**src/hw/chpwr_pkg.sv**
```systemverilog
// Package: register map, field positions and reset values for channel power
package chpwr_pkg;
  localparam logic [7:0] CHPWR_ADDR_IN_EN = 8'h73;
  localparam logic [7:0] CHPWR_ADDR_OUT_EN = 8'h74;
  localparam logic [7:0] CHPWR_ADDR_PWR = 8'h75;
  localparam logic [7:0] CHPWR_ADDR_STS = 8'h76;
  localparam logic [7:0] CHPWR_RST_IN_EN = 8'hF0;
  localparam logic [7:0] CHPWR_RST_OUT_EN = 8'h00;
  localparam logic [7:0] CHPWR_RST_PWR = 8'h00;
  localparam logic [7:0] CHPWR_RST_STS = 8'h00;
  localparam logic [7:0] CHPWR_PWR_WMASK = 8'hFE;
  localparam int CHPWR_BIT_BIAS = 7;
  localparam int CHPWR_BIT_MIC = 6;
  localparam int CHPWR_BIT_PLL = 5;
  localparam int CHPWR_BIT_DYN = 4;
  localparam int CHPWR_BIT_RNG_HI = 3;
  localparam int CHPWR_BIT_RNG_LO = 2;
  localparam int CHPWR_NCH = 8;
endpackage

```
**src/hw/chpwr_chan.sv**
```systemverilog
// One channel's power state holder
`timescale 1ns/1ns
module chpwr_chan
  import chpwr_pkg::*;
(
  // Clock and control
  input wire logic clock,
  input wire logic rst_n,
  input wire logic clk_en,
  // Decision inputs
  input wire logic want_on,
  input wire logic may_change,
  // State
  output logic powered_r
);
  logic powered_nxt;

  // Follow the request only when a change is allowed
  always_comb
  begin
    powered_nxt = powered_r;
    if (may_change)
    begin
      powered_nxt = want_on;
    end
  end

  // Register the state
  always_ff @(posedge clock)
  begin
    if (!rst_n)
    begin
      powered_r <= 1'b0;
    end
    else if (clk_en)
    begin
      powered_r <= powered_nxt;
    end
  end
endmodule // chpwr_chan

```
**src/hw/chpwr_top.sv**
```systemverilog
// Channel power configuration register bank
`timescale 1ns/1ns
module chpwr_top
  import chpwr_pkg::*;
(
  // Clock and reset
  input wire logic clock,
  input wire logic rst_n,
  input wire logic clk_en,
  // Register port from the control interface
  input wire logic reg_wr,
  input wire logic reg_rd,
  input wire logic [7:0] reg_addr,
  input wire logic [7:0] reg_wdata,
  output logic [7:0] reg_rdata_r,
  // Power and enable outputs
  output logic [7:0] input_channel_enable_r,
  output logic [7:0] output_slot_enable_r,
  output logic mic_bias_power_on_r,
  output logic pll_power_on_r,
  output logic [7:0] channel_power_status_r
);
  logic [7:0] in_en_nxt;
  logic [7:0] out_en_nxt;
  logic [7:0] pwr_r;
  logic [7:0] pwr_nxt;
  logic [7:0] rdata_nxt;
  logic [7:0] want_on;
  logic [7:0] dyn_ok;
  logic [7:0] may_change;
  logic recording;
  logic [7:0] ch_on;

  // Eight channels fill the eight-bit registers exactly
  if (CHPWR_NCH != 8)
  begin : g_bad_nch
    $error("channel count must equal the register width");
  end

  // Register writes
  always_comb
  begin
    in_en_nxt = input_channel_enable_r;
    out_en_nxt = output_slot_enable_r;
    pwr_nxt = pwr_r;
    if (reg_wr)
    begin
      case (reg_addr)
        CHPWR_ADDR_IN_EN: in_en_nxt = reg_wdata;
        CHPWR_ADDR_OUT_EN: out_en_nxt = reg_wdata;
        CHPWR_ADDR_PWR: pwr_nxt = reg_wdata & CHPWR_PWR_WMASK;
        default: pwr_nxt = pwr_r;
      endcase
    end
  end

  // Read mux, status register ignores writes
  always_comb
  begin
    case (reg_addr)
      CHPWR_ADDR_IN_EN: rdata_nxt = input_channel_enable_r;
      CHPWR_ADDR_OUT_EN: rdata_nxt = output_slot_enable_r;
      CHPWR_ADDR_PWR: rdata_nxt = pwr_r;
      CHPWR_ADDR_STS: rdata_nxt = channel_power_status_r;
      default: rdata_nxt = 8'h00;
    endcase
    if (!reg_rd)
    begin
      rdata_nxt = reg_rdata_r;
    end
  end

  // A status read returns the status seen at the read edge
  a_rd_status: assert property (
    @(posedge clock) disable iff (!rst_n)
    clk_en && reg_rd && reg_addr == CHPWR_ADDR_STS
    |=> reg_rdata_r == $past(channel_power_status_r))
    else $error("status read returned a stale value");

  // Register storage
  always_ff @(posedge clock)
  begin
    if (!rst_n)
    begin
      input_channel_enable_r <= CHPWR_RST_IN_EN;
      output_slot_enable_r <= CHPWR_RST_OUT_EN;
      pwr_r <= CHPWR_RST_PWR;
      reg_rdata_r <= 8'h00;
      mic_bias_power_on_r <= 1'b0;
      pll_power_on_r <= 1'b0;
    end
    else if (clk_en)
    begin
      input_channel_enable_r <= in_en_nxt;
      output_slot_enable_r <= out_en_nxt;
      pwr_r <= pwr_nxt;
      reg_rdata_r <= rdata_nxt;
      mic_bias_power_on_r <= pwr_nxt[CHPWR_BIT_BIAS];
      pll_power_on_r <= pwr_nxt[CHPWR_BIT_PLL];
    end
  end

  // A power write keeps every bit but the read-only one
  a_pwr_write: assert property (
    @(posedge clock) disable iff (!rst_n)
    clk_en && reg_wr && reg_addr == CHPWR_ADDR_PWR
    |=> pwr_r == ($past(reg_wdata) & 8'hFE))
    else $error("power write stored wrongly");
  // Leaving reset shows every register at its reset value
  a_rst_values: assert property (
    @(posedge clock)
    $rose(rst_n) |-> input_channel_enable_r == 8'hF0
    && output_slot_enable_r == 8'h00 && pwr_r == 8'h00
    && channel_power_status_r == 8'h00 && reg_rdata_r == 8'h00)
    else $error("register not at reset value");
  // Clock enable low holds the power and enable registers and channel state
  a_enable_freezes: assert property (
    @(posedge clock) disable iff (!rst_n)
    !clk_en |=> pwr_r == $past(pwr_r) && ch_on == $past(ch_on)
    && input_channel_enable_r == $past(input_channel_enable_r)
    && output_slot_enable_r == $past(output_slot_enable_r))
    else $error("state moved while clock enable was low");

  // Channels covered by the dynamic range field, channel 1 at bit 7
  always_comb
  begin
    case (pwr_r[CHPWR_BIT_RNG_HI:CHPWR_BIT_RNG_LO])
      2'h0: dyn_ok = 8'hC0;
      2'h1: dyn_ok = 8'hF0;
      2'h2: dyn_ok = 8'hFC;
      2'h3: dyn_ok = 8'hFF;
      default: dyn_ok = 8'h00;
    endcase
  end

  // Global power gates each enabled channel
  assign want_on = pwr_r[CHPWR_BIT_MIC] ? input_channel_enable_r
                                        : 8'h00;
  assign recording = |channel_power_status_r;
  // Global switch always acts; per-channel changes need idle or dynamic mode
  always_comb
  begin
    for (int i = 0; i < CHPWR_NCH; i++)
    begin
      may_change[i] = !pwr_r[CHPWR_BIT_MIC] || !recording
                   || (pwr_r[CHPWR_BIT_DYN] && dyn_ok[i]);
    end
  end

  // In dynamic mode while recording only channels inside the range may change
  a_dyn_range: assert property (
    @(posedge clock) disable iff (!rst_n)
    clk_en && pwr_r[CHPWR_BIT_MIC] && pwr_r[CHPWR_BIT_DYN] && recording
    |=> ((ch_on ^ $past(ch_on)) & ~(8'hFF << (2 * (3
    - $past(pwr_r[CHPWR_BIT_RNG_HI:CHPWR_BIT_RNG_LO]))))) == 8'h00)
    else $error("channel outside the dynamic range changed");

  // Per-channel power state holders
  for (genvar g = 0; g < CHPWR_NCH; g++)
  begin : g_ch
    chpwr_chan u_ch (
      .clock(clock),
      .rst_n(rst_n),
      .clk_en(clk_en),
      .want_on(want_on[g]),
      .may_change(may_change[g]),
      .powered_r(ch_on[g])
    );
  end

  // Status register mirrors channel power states
  always_ff @(posedge clock)
  begin
    if (!rst_n)
    begin
      channel_power_status_r <= CHPWR_RST_STS;
    end
    else if (clk_en)
    begin
      channel_power_status_r <= ch_on;
    end
  end

  // Checks
  // A channel may only rise with global power on and its enable set
  a_rise_needs_power: assert property (
    @(posedge clock) disable iff (!rst_n)
    ((ch_on & ~$past(ch_on)) & ~($past(input_channel_enable_r)
    & {8{$past(pwr_r[CHPWR_BIT_MIC])}})) == 8'h00)
    else $error("channel rose without global power");
  // Status follows the channel state holders one cycle later
  a_sts_mirror: assert property (
    @(posedge clock) disable iff (!rst_n)
    clk_en |=> channel_power_status_r == $past(ch_on))
    else $error("status does not mirror channel state");
  // Global power off clears every status bit two enabled cycles on
  a_off_clears: assert property (
    @(posedge clock) disable iff (!rst_n)
    (clk_en && !pwr_r[CHPWR_BIT_MIC]) ##1 clk_en[*2] |-> ##0
    channel_power_status_r == 8'h00)
    else $error("status not cleared after power off");
  // Reserved read-only bit never holds a one
  a_res0_zero: assert property (
    @(posedge clock) disable iff (!rst_n)
    pwr_r[0] == 1'b0)
    else $error("reserved bit zero set");
  // A power write sets the PLL switch from the written bit
  a_pll_follow: assert property (
    @(posedge clock) disable iff (!rst_n)
    clk_en && reg_wr && reg_addr == CHPWR_ADDR_PWR
    |=> pll_power_on_r == $past(reg_wdata[CHPWR_BIT_PLL]))
    else $error("pll power out of step");
  // A power write sets the bias switch from the written bit
  a_bias_follow: assert property (
    @(posedge clock) disable iff (!rst_n)
    clk_en && reg_wr && reg_addr == CHPWR_ADDR_PWR
    |=> mic_bias_power_on_r == $past(reg_wdata[CHPWR_BIT_BIAS]))
    else $error("bias power out of step");
  // Fixed mode freezes every channel while any of them records
  a_hold_static: assert property (
    @(posedge clock) disable iff (!rst_n)
    clk_en && pwr_r[CHPWR_BIT_MIC] && !pwr_r[CHPWR_BIT_DYN] && recording
    |=> ch_on == $past(ch_on))
    else $error("channel changed while recording");
  // Enable register writes land one cycle later
  a_out_write: assert property (
    @(posedge clock) disable iff (!rst_n)
    clk_en && reg_wr && reg_addr == CHPWR_ADDR_OUT_EN
    |=> output_slot_enable_r == $past(reg_wdata))
    else $error("output slot write lost");
  a_in_write: assert property (
    @(posedge clock) disable iff (!rst_n)
    clk_en && reg_wr && reg_addr == CHPWR_ADDR_IN_EN
    |=> input_channel_enable_r == $past(reg_wdata))
    else $error("input enable write lost");
endmodule // chpwr_top

```
**config.mk**
```make
export PLATFORM = sky130hd
export DESIGN_NAME = chpwr_top
export DESIGN_NICKNAME = d
export VERILOG_FILES = /design/src/hw/chpwr_pkg.sv /design/src/hw/chpwr_chan.sv /design/src/hw/chpwr_top.sv
export SDC_FILE = /design/constraint.sdc
export NUM_CORES = 1
export LEC_CHECK = 0
export ABC_CLOCK_PERIOD_IN_PS = 1360
export BUFFER_PORTS_ARGS = -buffer_cell sky130_fd_sc_hd__buf_2
export CORE_AREA = 2 2 73 75
export DETAILED_ROUTE_END_ITERATION = 8
export DIE_AREA = 0 0 75 77
export HOLD_SLACK_MARGIN = 0.12
export PLACE_DENSITY = 0.71
export SYNTH_ARGS = -nofsm -noshare
export SYNTH_HDL_FRONTEND = slang
export SYNTH_SLANG_ARGS = --single-unit
```
**constraint.sdc**
```tcl
create_clock -name clock -period 1.36 [get_ports clock]
set_input_delay 0.068 -clock clock [delete_from_list [all_inputs] [get_ports clock]]
set_output_delay 0.068 -clock clock [all_outputs]
set_load 0.005 [all_outputs]
```
# Word-level counts from Yosys, hierarchy flattened
# Index checks and enable logic that the tools add are counted.
[word_totals] register_bits=49 latch_bits=0 ram_bits=0 romBits=0 elab_cells=61 n_memories=0
[op_classes] n_addsub=0 n_mul=0 div_mod_pow=0 magnitude_cmp=0 eq_ne=7 shift=0 muxes=5 n_bitwise=0 n_reduce_logical=33
[ops] cell="$pmux 8 s4" count=2
[ops] cell="$eq 8x7->1 const B" count=4
[ops] cell="$mux 8" count=3
[ops] cell="$reduce_and 2->1" count=9
[ops] cell="$logic_or 1x1->1" count=9
[ops] cell="$reduce_and 3->1" count=3
[ops] cell="$logic_and 1x1->1" count=8
[ops] cell="$reduce_or 8->1" count=1
[ops] cell="$eq 2x2->1 const B" count=2
[ops] cell="$eq 2x1->1 const B" count=1
[ops] cell="$logic_not 1->1" count=2
[ops] cell="$logic_not 2->1" count=1

# Depth between registers and ports, before layout
[depth] depth_word=5 depth_mapped=6

# Modules after synthesis
# Synthesis repeated with hierarchy kept, for this count alone.
[hier_totals] hier_cells=249 hier_area_um2=2112.0
[by_module_without_submodules] mod="chpwr_top" instances=1 cells_each=209 area_each_um2=1781.7
[by_module_without_submodules] mod="chpwr_chan" instances=8 cells_each=5 area_each_um2=41.3

# Worst setup path after synthesis
# OpenSTA, ideal clock, no wires.
[synth_timing] path_kind="reg-to-reg" from="reg channel_power_status_r[4]" to="reg g_ch[0].u_ch.powered_r" setup_ns=0.122 arrival_time_ns=1.297 t_required_ns=1.238 setup_slack_ns=-0.059 path_stages_with_launch=5 n_path_buf=0 path_cell_list="dfxtp_1 > or4_4 > o21ai_4 > o21ai_2 > mux2i_1"
[synth_between] elab_chain_cells=5
[synth_rtl] item="start, declared" line_no="chpwr_top.sv:21" text="output logic [7:0] channel_power_status_r"
[synth_rtl] item="start signal, assigned" line_no="chpwr_top.sv:180" text="channel_power_status_r <= ch_on;"
[synth_rtl] item="$reduce_or 8->1" line_no="chpwr_top.sv:139" text="assign recording = |channel_power_status_r;"
[synth_rtl] item="$logic_not 1->1" line_no="chpwr_top.sv:145" text="may_change[i] = !pwr_r[CHPWR_BIT_MIC] || !recording"
[synth_rtl] item="$logic_or 1x1->1" line_no="chpwr_top.sv:145"
[synth_rtl] item="$logic_or 1x1->1" line_no="chpwr_top.sv:146" text="|| (pwr_r[CHPWR_BIT_DYN] && dyn_ok[i]);"
[synth_rtl] item="$reduce_and 2->1 (no source line)"
[synth_rtl] item="end signal, assigned" line_no="chpwr_chan.sv:37" text="powered_r <= powered_nxt;"
[synth_rtl] item="end, declared" line_no="chpwr_chan.sv:14" text="output logic powered_r"
# No other way between the ends.
# A chain may end at the register's enable or synchronous reset.

# Worst setup path in the final report
[layout_timing] from="reg channel_power_status_r[6]" to="reg g_ch[4].u_ch.powered_r"
[layout_between] elab_chain_cells=5
[layout_rtl] item="$reduce_or 8->1" line_no="chpwr_top.sv:139"
[layout_rtl] item="$logic_not 1->1" line_no="chpwr_top.sv:145"
[layout_rtl] item="$logic_or 1x1->1" line_no="chpwr_top.sv:145"
[layout_rtl] item="$logic_or 1x1->1" line_no="chpwr_top.sv:146"
[layout_rtl] item="$reduce_and 2->1 (no source line)"
[layout_rtl] item="end signal, assigned" line_no="chpwr_chan.sv:37"
[layout_rtl] item="end, declared" line_no="chpwr_chan.sv:14"
# No other way between the ends.

==> out/summary.txt <==
status: finished, violations left
failing checks: negative setup slack
Initial Util: 44.1%
Max Cap Viol: 0
min Tclk post-route: 1.48 ns
WHS Endpoint: channel_power_status_r[0]
cts bufs inserted: 5
dpl hpwl: 4080 um
Hold Path Origin: clk_en
Routability Congestion: 0.755
vias: 1,895
Least-Margin Pin Slew: 0.548 ns
Root Driver: clkbuf_8
Main synth FF type: dfxtp_1
GRT overflow: 0
Hold Path Depth: 3
CTS tree: yes
worst vdd ir: 700 uV
Final setup viols: 8
Die W: 75 um
die area: 5780 um2
first-pass GRT wire length: 8920 um
Clock Sinks: 47
DR iter-0 viols: 85
combinational share of power: 6.8%
clock power share: 43.4%
most frequent cells in the layout: buf_2, nand2_1, dfxtp_1, mux2i_1, buf_4
pre-CTS setup slack: -0.0923 ns
post-route insts no fill: 373
Setup Skew: 0.00736 ns
Worst-path clk slew: 0.08 ns
placed cell count: 356
Seq/Total Area, Yosys: 42.9%
# DRC: 0
routed vias/inst: 5.08
worst setup margin: -0.116 ns
largest net degree at the start of global routing: 60
asr flop ratio synth: 0%
R2R depth: 4
Total GRT Usage: 20.6%
initial antenna violation count: 0
Max FO, Critical Path: 4
final period utilization: 109%
Avg Cell Area, Syn: 9.54 um2
Routed WL per cell: 14.7 um
Register Area: 945 um2
area of the multi-input gates: 1180 um2
WL final: 5500 um
leakage: 1.19 nW
Critical Path End Type: register
RSZ-0062 raised after global routing: true
diode count: 0
Ports: 55
Rows: 26
relative slew slack: 63.4%
number of enable flip-flop cells after synthesis: 0
worst min path class: in2reg
Yosys reg bits: 47
Syn Nets: 251
r2r endpoint: g_ch[4].u_ch.powered_r
sw power: 571 uW
final-stage net count: 323
fill cell count: 429
Hold Fails Final Rpt: 0
crit path DAT: 1.66 ns
drt first pass iters: 4
Layout Area Growth over Synthesis: 30.2%
yosys warns: 0
switching share of power: 20.6%
Max Clk Rate: 678 MHz
Die Ht: 77 um
Startpoint Class: register
Sequential Power Share: 49.8%
vias in the first global route: 1,722
origin of the critical flop-to-flop path: channel_power_status_r[6]
synth unique cells: 31
mapped cell area: 2190 um2
CORE AREA: 4980 um2
PortBufs: 54
commonest non-fill, non-tap cell in the layout: buf_2
Max H-tree Level: 2
Slew Limit Fails: 0
Internal: 2.19 mW
Crit Path Category: reg2reg
final antenna-violating net count: 0
share of cells above drive strength 1: 31.7%
r2r setup slk: -0.12 ns
Power Dens Cells: 968 nW/um2
clock buffer depth: 2
Skew-Pair Late Insertion Delay: 0.30 ns
required time of the critical path: 1.55 ns
Syn Inst Count: 230
flip-flops by register name, summed over array words and instances, names as in the netlist:
| name | flops |
|---|---|
| channel_power_status_r | 8 |
| reg_rdata_r | 8 |
| g_ch.u_ch.powered_r | 8 |
| mic_bias_power_on_r | 1 |
| input_channel_enable_r | 8 |
| output_slot_enable_r | 8 |
| pwr_r | 6 |
power groups by stage:
stage | logic [mW] | clock network (mW) | registers, mW
2_1_floorplan | 0.110 | 0 | 1.41
3_3_place_gp | 0.168 | 0 | 1.41
3_5_place_dp | 0.170 | 0 | 1.41
4_1_cts | 0.188 | 1.22 | 1.38
5_1_grt | 0.207 | 1.27 | 1.38
6_report | 0.189 | 1.20 | 1.38
cell type report:
type	instances	share of cell area, %
Sequential cell	47	33.1
Multi-Input combinational cell	168	41.3
Tap cell	70	3.07
Clock inverter	2	2.10
Clock buffer	6	2.54
Timing Repair Buffer	80	17.9
worst max path at each step:
stage	from	to	slack, ns	cells after the start
floorplan	channel_power_status_r[3]	g_ch[0].u_ch.powered_r	-0.03	4
global placement	channel_power_status_r[3]	g_ch[7].u_ch.powered_r	-0.07	4
detailed placement	channel_power_status_r[3]	g_ch[4].u_ch.powered_r	-0.09	4
CTS	channel_power_status_r[4]	g_ch[6].u_ch.powered_r	-0.11	4
global route	channel_power_status_r[6]	g_ch[6].u_ch.powered_r	-0.18	4
finish	channel_power_status_r[6]	g_ch[4].u_ch.powered_r	-0.12	4
what timing repair did:
| action | CTS | global route |
|---|---|---|
| setup buffers | 0 | 1 |
| hold buffers | 8 | 0 |
| cloned | 0 | 0 |
| resized for setup | 0 | 2 |
| endpoints found under the hold margin | 23 | 0 |
| pin swaps | 1 | 3 |
| setup endpoints to repair | 8 | 8 |
Yosys cell counts, types with 2 or more instances:
| cell type | number | area [um2] |
|---|---|---|
| nand2_1 | 49 | 184 |
| nor4_4 | 2 | 42.5 |
| a21oi_1 | 2 | 10.0 |
| a22oi_1 | 6 | 45.0 |
| o21ai_2 | 4 | 35.0 |
| buf_2 | 4 | 20.0 |
| nand3_1 | 12 | 60.1 |
| nor3b_1 | 2 | 15.0 |
| buf_4 | 3 | 22.5 |
| mux2i_1 | 37 | 370 |
| and3_1 | 2 | 12.5 |
| nor2b_1 | 12 | 75.1 |
| nor3b_2 | 2 | 25.0 |
| clkbuf_1 | 8 | 30.0 |
| dfxtp_1 | 47 | 941 |
| or4_4 | 2 | 22.5 |
| o21ai_0 | 11 | 55.1 |
| a22o_1 | 12 | 105 |
through the flow:
step	hold WS [ns]	setup TNS [ns]	power, mW	area [um2]	util [%]
after floorplan	0.196	-0.272	1.52	2190	-
after global routing	0.164	-1.14	2.85	2860	57.4
after detailed placement	0.302	-0.665	1.58	2630	52.9
after global placement	0.297	-0.550	1.58	2630	52.9
after CTS	0.165	-0.723	2.78	2850	57.2
final	0.160	-0.771	2.76	2860	57.4
layer usage:
metal / vias up / share of wire (%) / track usage (%)
li1: 960 / - / -
met4: 0 / 1.1 / 5.89
met2: 51 / 47 / 32.2
met3: 5 / 5.3 / 5.12
met5: - / 0 / 0
met1: 879 / 46 / 27.8
critical path, cell delays in order, from the launching register on:
cell and delay, ns:
dfxtp_2 0.32, or4_4 0.54, o21ai_4 0.25, o21ai_2 0.12
mux2i_1 0.13
cell families (layout without fill, tap and decap cells):
| logic type | count (synthesis) | in the layout | synth area share, % |
|---|---|---|---|
| and+or+nand+nor | 89 | 89 | 22.7 |
| DFF | 47 | 47 | 42.9 |
| AOI/OAI and AO/OA | 42 | 42 | 14.2 |
| muxes | 37 | 37 | 16.9 |
| buffers and inverters | 15 | 88 | 3.31 |
Note: power is estimated with default switching activity, not from simulation.
